--- config.mk ---
export PLATFORM = sky130hd
export DESIGN_NAME = imps_ctrl
export DESIGN_NICKNAME = d
export VERILOG_FILES = /design/src/hdl/imps_pkg.sv /design/src/hdl/imps_ctrl.sv /design/src/hdl/imps_resume_timer.sv
export VERILOG_INCLUDE_DIRS = /design/src /design/src/hdl
export SDC_FILE = /design/constraint.sdc
export NUM_CORES = 1
export LEC_CHECK = 0
export BUFFER_PORTS_ARGS = -buffer_cell sky130_fd_sc_hd__buf_4
export CAP_MARGIN = 20
export CELL_PAD_IN_SITES_DETAIL_PLACEMENT = 0
export CELL_PAD_IN_SITES_GLOBAL_PLACEMENT = 2
export CORE_MARGIN = 2
export CORE_UTILIZATION = 25
export DETAILED_ROUTE_END_ITERATION = 16
export MAX_ROUTING_LAYER = met4
export PLACE_DENSITY = 0.84
export SKIP_LAST_GASP = 1
export SLEW_MARGIN = 40
export SYNTH_ARGS = -nofsm -noshare
export SYNTH_HDL_FRONTEND = slang
export SYNTH_SLANG_ARGS = --single-unit
export TNS_END_PERCENT = 1
--- constraint.sdc ---
create_clock -name clk -period 1.6 [get_ports clk]
set_input_delay 0.32 -clock clk [delete_from_list [all_inputs] [get_ports clk]]
set_output_delay 0.32 -clock clk [all_outputs]
set_load 0.05 [all_outputs]
--- src/hdl/imps_consts.svh ---
`ifndef IMPS_CONSTS_SVH
`define IMPS_CONSTS_SVH
// Operation
// - While idle the CPU fetches and executes no instructions until a wake-up event.
// - Entering idle clears the watchdog timer count once.
// - The system clock keeps running in idle and every peripheral keeps running unless told to stop.
// - The low-power RC clock stays on in idle whenever the watchdog or the clock monitor is enabled.
// - Idle ends on an enabled interrupt, on any reset or on a watchdog time-out.
// - On wake the CPU clock returns first and execution restarts two to four cycles later.
// - Execution resumes after the power-save instruction, or at the service routine when an interrupt woke it.
// - Each peripheral has a stop-in-idle bit; for the first timer it is bit 13 of its control register.
// - An interrupt during the power-save instruction waits until idle is entered, then wakes the device.
// - One read/write bit 4, reset to zero, disables all four DMA channels when set.

// ****************************************
// Register offsets
// ****************************************
`define IMPS_ADDR_PDC7      8'h00
`define IMPS_ADDR_TMR1CTL   8'h02
`define IMPS_ADDR_IDLESTOP  8'h04
`define IMPS_ADDR_STATUS    8'h06

// ****************************************
// Field positions and reset values
// ****************************************
`define IMPS_DMA_DIS_BIT    4
`define IMPS_TIMER_STOP_IN_IDLE_BIT      13
`define IMPS_ST_IDLE_BIT    0
`define IMPS_ST_IRQ_BIT     1
`define IMPS_ST_WDT_BIT     2
`define IMPS_RST_DMA_DIS    1'b0
`define IMPS_RST_TIMER_STOP_IN_IDLE      1'b0
`define IMPS_RST_IDLESTOP   8'h00

// ****************************************
// Sizes and timing
// ****************************************
`define IMPS_NUM_PERIPH     8
`define IMPS_NUM_DMA        4
`define IMPS_RESUME_MIN     2
`define IMPS_RESUME_MAX     4
`define IMPS_RESUME_CYC     3'h3

`endif

--- src/hdl/imps_pkg.sv ---
`default_nettype none

package imps_pkg;

   typedef enum logic [1:0] {
      IMPS_RUN    = 2'b00,
      IMPS_ENTER  = 2'b01,
      IMPS_IDLE   = 2'b10,
      IMPS_RESUME = 2'b11
   } imps_state_t;

   typedef struct packed {
      logic irq;
      logic wdtTimeout;
   } imps_wake_t;

   typedef struct packed {
      logic valid;
      logic toIsr;
   } imps_resume_t;

   typedef struct packed {
      logic [7:0]  addr;
      logic [15:0] wdata;
      logic        we;
      logic        re;
   } imps_bus_req_t;

endpackage : imps_pkg

`default_nettype wire

--- src/hdl/imps_ctrl.sv ---
// Implementation choices: the plain strobed port and the register addresses.
`timescale 1ns/1ps
`default_nettype none
`include "imps_consts.svh"

module imps_ctrl
   import imps_pkg::*;
(
   input  wire logic          clk,
   input  wire logic          rst_n,
   input  wire imps_bus_req_t busReq,
   output logic [15:0]        busRdata,
   input  wire logic          pwrSaveExec,
   input  wire logic          pwrSaveIdleOp,
   input  wire imps_wake_t    wake,
   input  wire logic          wdtEnable,
   input  wire logic          fscmEnable,
   output logic               cpuRun,
   output logic               cpuClkEn,
   output logic               wdtClear,
   output logic               lprcRun,
   output logic               timer1Run,
   output logic [7:0]         periphRun,
   output logic [3:0]         dmaChanEn,
   output imps_resume_t       resumeInfo
);

   // ****************************************
   // Declarations
   // ****************************************
   imps_state_t  state_q;
   imps_state_t  state_d;
   logic         enterReq;
   logic         wakeNow;
   logic         resumeDone;
   logic         heldIrq_q;
   logic         wakeByIrq_q;
   logic         wakeByWdt_q;
   logic         dmaDis_q;
   logic         timer_stop_in_idle_q;
   logic [7:0]   idleStop_q;
   logic [15:0]  busRdata_q;
   logic         cpuRun_q;
   logic         cpuClkEn_q;
   logic         wdtClear_q;
   logic         lprcRun_q;
   logic         timer1Run_q;
   logic [7:0]   periphRun_q;
   logic [3:0]   dmaChanEn_q;
   imps_resume_t resumeInfo_q;
   logic         inIdle;

   function automatic logic isWrite(input imps_bus_req_t req, input logic [7:0] addr);
      isWrite = req.we && (req.addr == addr);
   endfunction : isWrite

   // ****************************************
   // Sequencing
   // ****************************************
   assign enterReq = pwrSaveExec && pwrSaveIdleOp;
   // Held interrupt counts as a wake source only once idle is reached
   assign wakeNow  = wake.irq || wake.wdtTimeout || heldIrq_q;
   assign inIdle   = (state_q == IMPS_ENTER) || (state_q == IMPS_IDLE);

   always_comb begin
      state_d = state_q;
      case (state_q)
         IMPS_RUN: begin
            if (enterReq) begin
               state_d = IMPS_ENTER;
            end
         end
         IMPS_ENTER: begin
            state_d = IMPS_IDLE;
         end
         IMPS_IDLE: begin
            if (wakeNow) begin
               state_d = IMPS_RESUME;
            end
         end
         IMPS_RESUME: begin
            if (resumeDone) begin
               state_d = IMPS_RUN;
            end
         end
         default: begin
            state_d = IMPS_RUN;
         end
      endcase
   end

   // Reset alone already brings the core back to run
   always_ff @(posedge clk) begin
      if (!rst_n) begin
         state_q <= IMPS_RUN;
      end else begin
         state_q <= state_d;
      end
   end

   imps_resume_timer imps_resume_timer_i (
      .clk   (clk),
      .rst_n (rst_n),
      .start ((state_q == IMPS_IDLE) && wakeNow),
      .done  (resumeDone)
   );

   // ****************************************
   // Held interrupt and wake cause
   // ****************************************
   always_ff @(posedge clk) begin
      if (!rst_n) begin
         heldIrq_q <= 1'b0;
      end else if ((state_q == IMPS_RUN && enterReq) || state_q == IMPS_ENTER) begin
         heldIrq_q <= heldIrq_q || wake.irq;
      end else if (state_q == IMPS_IDLE && wakeNow) begin
         heldIrq_q <= 1'b0;
      end
   end

   always_ff @(posedge clk) begin
      if (!rst_n) begin
         wakeByIrq_q <= 1'b0;
         wakeByWdt_q <= 1'b0;
      end else if (state_q == IMPS_IDLE && wakeNow) begin
         wakeByIrq_q <= wake.irq || heldIrq_q;
         wakeByWdt_q <= wake.wdtTimeout;
      end
   end

   // ****************************************
   // CPU clock, fetch and watchdog
   // ****************************************
   always_ff @(posedge clk) begin
      if (!rst_n) begin
         cpuRun_q   <= 1'b1;
         cpuClkEn_q <= 1'b1;
      end else begin
         case (state_q)
            IMPS_RUN: begin
               cpuRun_q <= !enterReq;
            end
            IMPS_ENTER: begin
               cpuClkEn_q <= 1'b0;
            end
            IMPS_IDLE: begin
               cpuClkEn_q <= wakeNow;
            end
            IMPS_RESUME: begin
               cpuRun_q <= resumeDone;
            end
            default: begin
               cpuRun_q <= 1'b1;
            end
         endcase
      end
   end

   always_ff @(posedge clk) begin
      if (!rst_n) begin
         wdtClear_q <= 1'b0;
      end else begin
         wdtClear_q <= (state_q == IMPS_RUN) && enterReq;
      end
   end

   always_ff @(posedge clk) begin
      if (!rst_n) begin
         resumeInfo_q <= '0;
      end else begin
         resumeInfo_q.valid <= (state_q == IMPS_RESUME) && resumeDone;
         resumeInfo_q.toIsr <= wakeByIrq_q;
      end
   end

   // ****************************************
   // Clocks to peripherals
   // ****************************************
   // Kept on outside idle too; the clock block owns the real gating
   always_ff @(posedge clk) begin
      if (!rst_n) begin
         lprcRun_q <= 1'b0;
      end else begin
         lprcRun_q <= wdtEnable || fscmEnable;
      end
   end

   always_ff @(posedge clk) begin
      if (!rst_n) begin
         timer1Run_q <= 1'b1;
         periphRun_q <= 8'hff;
      end else begin
         timer1Run_q <= !(inIdle && timer_stop_in_idle_q);
         periphRun_q <= ~(idleStop_q & {8{inIdle}});
      end
   end

   always_ff @(posedge clk) begin
      if (!rst_n) begin
         dmaChanEn_q <= 4'hf;
      end else begin
         dmaChanEn_q <= {`IMPS_NUM_DMA{!dmaDis_q}};
      end
   end

   // ****************************************
   // Register bus
   // ****************************************
   always_ff @(posedge clk) begin
      if (!rst_n) begin
         dmaDis_q <= `IMPS_RST_DMA_DIS;
      end else if (isWrite(busReq, `IMPS_ADDR_PDC7)) begin
         dmaDis_q <= busReq.wdata[`IMPS_DMA_DIS_BIT];
      end
   end

   always_ff @(posedge clk) begin
      if (!rst_n) begin
         timer_stop_in_idle_q <= `IMPS_RST_TIMER_STOP_IN_IDLE;
      end else if (isWrite(busReq, `IMPS_ADDR_TMR1CTL)) begin
         timer_stop_in_idle_q <= busReq.wdata[`IMPS_TIMER_STOP_IN_IDLE_BIT];
      end
   end

   always_ff @(posedge clk) begin
      if (!rst_n) begin
         idleStop_q <= `IMPS_RST_IDLESTOP;
      end else if (isWrite(busReq, `IMPS_ADDR_IDLESTOP)) begin
         idleStop_q <= busReq.wdata[7:0];
      end
   end

   // Unmapped and write-only cycles answer zero
   always_ff @(posedge clk) begin
      if (!rst_n) begin
         busRdata_q <= 16'h0000;
      end else begin
         busRdata_q <= 16'h0000;
         if (busReq.re) begin
            case (busReq.addr)
               `IMPS_ADDR_PDC7: begin
                  busRdata_q[`IMPS_DMA_DIS_BIT] <= dmaDis_q;
               end
               `IMPS_ADDR_TMR1CTL: begin
                  busRdata_q[`IMPS_TIMER_STOP_IN_IDLE_BIT] <= timer_stop_in_idle_q;
               end
               `IMPS_ADDR_IDLESTOP: begin
                  busRdata_q[7:0] <= idleStop_q;
               end
               `IMPS_ADDR_STATUS: begin
                  busRdata_q[`IMPS_ST_IDLE_BIT] <= inIdle;
                  busRdata_q[`IMPS_ST_IRQ_BIT]  <= wakeByIrq_q;
                  busRdata_q[`IMPS_ST_WDT_BIT]  <= wakeByWdt_q;
               end
               default: begin
                  busRdata_q <= 16'h0000;
               end
            endcase
         end
      end
   end

   // ****************************************
   // Outputs
   // ****************************************
   assign busRdata   = busRdata_q;
   assign cpuRun     = cpuRun_q;
   assign cpuClkEn   = cpuClkEn_q;
   assign wdtClear   = wdtClear_q;
   assign lprcRun    = lprcRun_q;
   assign timer1Run  = timer1Run_q;
   assign periphRun  = periphRun_q;
   assign dmaChanEn  = dmaChanEn_q;
   assign resumeInfo = resumeInfo_q;

   // ****************************************
   // Assertions
   // ****************************************
   localparam int ResumeMin = `IMPS_RESUME_MIN;
   localparam int ResumeMax = `IMPS_RESUME_MAX;
endmodule : imps_ctrl

`default_nettype wire

--- src/hdl/imps_resume_timer.sv ---
`timescale 1ns/1ps
`default_nettype none
`include "imps_consts.svh"

module imps_resume_timer (
   input  wire logic clk,
   input  wire logic rst_n,
   input  wire logic start,
   output logic      done
);

   logic [2:0] cnt_q;

   // ****************************************
   // Restart countdown
   // ****************************************
   always_ff @(posedge clk) begin
      if (!rst_n) begin
         cnt_q <= 3'h0;
      end else if (start) begin
         cnt_q <= `IMPS_RESUME_CYC;
      end else if (cnt_q != 3'h0) begin
         cnt_q <= cnt_q - 3'h1;
      end
   end

   // Last count, so the owner acts on the next edge
   assign done = (cnt_q == 3'h1);

endmodule : imps_resume_timer

`default_nettype wire

==> impl_metrics.yaml <==
outcome:
  status: "finished clean"
routing:
  ant_nets: 0
  drt_wl_total_um: 3600
  drtIter0Drc: 20
  wl_per_cell_um: 11.5
  via_per_inst: 4.22
  first_pass_iters: 4
  drc_errors: 0
  vias: 1325
timing:
  max_freq_mhz: 673
  tightest_slew_ns: 0.504
  clock_skew_ns: 0.00417
  setup_viol: 0
  hold_viol: 0
  rsz0062_at_grt: "no"
  period_share: 0.929
  period_needed_ns: 1.49
  slew_headroom: 0.664
  setup_slack_ns: 0.114
  worst_hold_slack_ns: 0.226
  drv_slew: 0
  setup_tns_ns: 0
global_routing:
  antenna_found_initial: 0
  grt_pass1_vias: 1213
  overflow: 0
  grt_max_degree: 21
  grt_usage: 0.100
  grt_pass1_wl_um: 5670
worst_setup_path:
  required_ns: 1.82
  worstSetupStartpointType: "flip-flop"
  worst_setup_path_end_kind: "flip-flop"
  arrival_ns: 1.71
  crit_type: "reg -> reg"
  crit_fanout: 4
power_and_ir_drop:
  p_leak_nw: 1.00
  p_per_area_mw_per_mm2: 1320
  power_mw: 3.10
  peakVddDrop_mv: 0.511
cts:
  h-tree-depth: 2
  cts-root-buf: "clkbuf_8"
  cts_tree: "built"
  ctsResizeCount: 0
  clockBufferDepth: 2
  cts_hold_buf: 0
  clock-sinks: 43
  cts_setup_buffers: 0
  insertion_delay_ns: 0.29
  path_clk_slew_ns: 0.08
  cts_buffers: 5
place:
  place.gp.congestion: 0.714
  dp_hpwl_um: 2680
  dpl-instance-area_mm2: 0.00221
  dpl_worst_slack_ns: -0.147
  io_buffers: 54
  dp_cells: 306
final_layout:
  fin_util: 0.348
  drive_above_1_share: 0.316
  fillers: 700
  fin_area_mm2: 0.00235
  area.growth.synth_to_final_pct: 34.7
  antenna_cells: 0
  layout.cells.non_filler: 314
  fin_nets: 274
synthesis:
  synth-edff-count: 0
  ys_types: 36
  synth_flop_cell: "dfxtp_1"
  syn_inst: 178
  ys_warn_count: 0
  ys_ff_latch: 43
  syn_area_mm2: 0.00174
  seq_area_frac_synth: 0.494
  async_flop_share: 0
  avgSynthCellArea_um2: 9.79
floorplan:
  io_pins: 69
  die_height_um: 87.5
  rows: 30
  core_area_mm2: 0.00676
  die_w_um: 87.5
  die_area_mm2: 0.00766
  start_util: 0.258
flow_run:
  drv_cap: 0
min_path:
  hold_path.class: "in -> reg"
flip-flops by register name, summed over array words and instances, names as in the netlist:
name and count:
dmaChanEn 1, timer_stop_in_idle_q 1, cpuRun 1, lprcRun 1, wakeByIrq_q 1, state_q 2
dmaDis_q 1, resumeInfo 2, heldIrq_q 1, busRdata 9, periphRun 8, wdtClear 1
wakeByWdt_q 1, idleStop_q 8, cpuClkEn 1, imps_resume_timer_i.cnt_q 3, timer1Run 1
Yosys cell counts, types with 2 or more instances:
| cell type | number | area [µm²] |
|---|---|---|
| o21a_1 | 3 | 22.5 |
| inv_1 | 6 | 22.5 |
| dfxtp_1 | 43 | 861 |
| nor2_1 | 5 | 18.8 |
| buf_4 | 10 | 75.1 |
| and2_1 | 6 | 37.5 |
| nand2b_1 | 3 | 18.8 |
| nor3_1 | 2 | 10.0 |
| ha_1 | 7 | 87.6 |
| o21ai_0 | 3 | 15.0 |
| buf_1 | 3 | 11.3 |
| clkbuf_1 | 3 | 11.3 |
| nor4_1 | 3 | 18.8 |
| mux2i_1 | 18 | 180 |
| nand2_1 | 39 | 146 |
| a21boi_0 | 3 | 22.5 |
| nor2b_1 | 2 | 12.5 |
cell usage in the layout, fill, tap and decap left out, types with 3 or more instances in the layout:
| cell | instances |
|---|---|
| a21boi_0 | 3 |
| and2_1 | 6 |
| buf_4 | 58 |
| clkbuf_8 | 5 |
| conb_1 | 7 |
| dfxtp_1 | 43 |
| ha_1 | 7 |
| inv_1 | 6 |
| mux2i_1 | 18 |
| nand2_1 | 39 |
| nand2b_1 | 3 |
| nor2_1 | 5 |
| nor4_1 | 3 |
| o21a_1 | 3 |
| o21ai_0 | 3 |
per-layer routing:
metal / share of wire / GRT usage / routed length [µm] / up-vias
met5: 0 / - / 0 / -
met4: 0.015 / 0.0336 / 53 / 0
met3: 0.072 / 0.0370 / 258 / 5
li1: - / - / - / 681
met1: 0.47 / 0.123 / 1680 / 598
met2: 0.45 / 0.152 / 1610 / 41
area by class of cell:
cell class | instances | area, µm² | area share
multi-input combinational | 118 | 773 | 0.329
tap | 80 | 100 | 0.0426
timing repair buffer | 59 | 455 | 0.194
sequential | 43 | 861 | 0.367
clock buffer | 5 | 68.8 | 0.0293
inverter | 6 | 22.5 | 0.00959
clock inverter | 3 | 67.6 | 0.0288
power breakdown:
part | internal, mW | total (mW) | switching (mW)
sequential | 1.17 | 1.23 | 0.0634
clock | 0.622 | 0.996 | 0.373
combinational | 0.367 | 0.870 | 0.503
total | 2.16 | 3.10 | 0.939
kinds of logic after synthesis:
group / count (synthesis) / synth area share
AOI/OAI and AO/OA: 15 / 0.0653
DFF: 43 / 0.494
buffers and inverters: 23 / 0.0754
adders and majority gates: 7 / 0.0502
and+or+nand+nor: 70 / 0.205
other: 1 / 0.00215
xor gates and xnor gates: 1 / 0.00503
muxes: 18 / 0.103
worst paths after layout:
check                                    from            to  slack (ns)  cells past startpoint
worst max-delay path               state_q[0]    state_q[1]        0.11                      4
worst min register to register  idleStop_q[5]  periphRun[5]        0.39                      1
worst min-delay path                wdtEnable       lprcRun        0.23                      2
worst max register to register     state_q[0]    state_q[1]        0.11                      4
worst max-delay path: stages (launching register included):
cell,delay (ns)
dfxtp_1,0.38
inv_1,0.08
ha_1,0.22
a222oi_1,0.50
mux2i_1,0.24
Power figures use the tool's default switching activity.
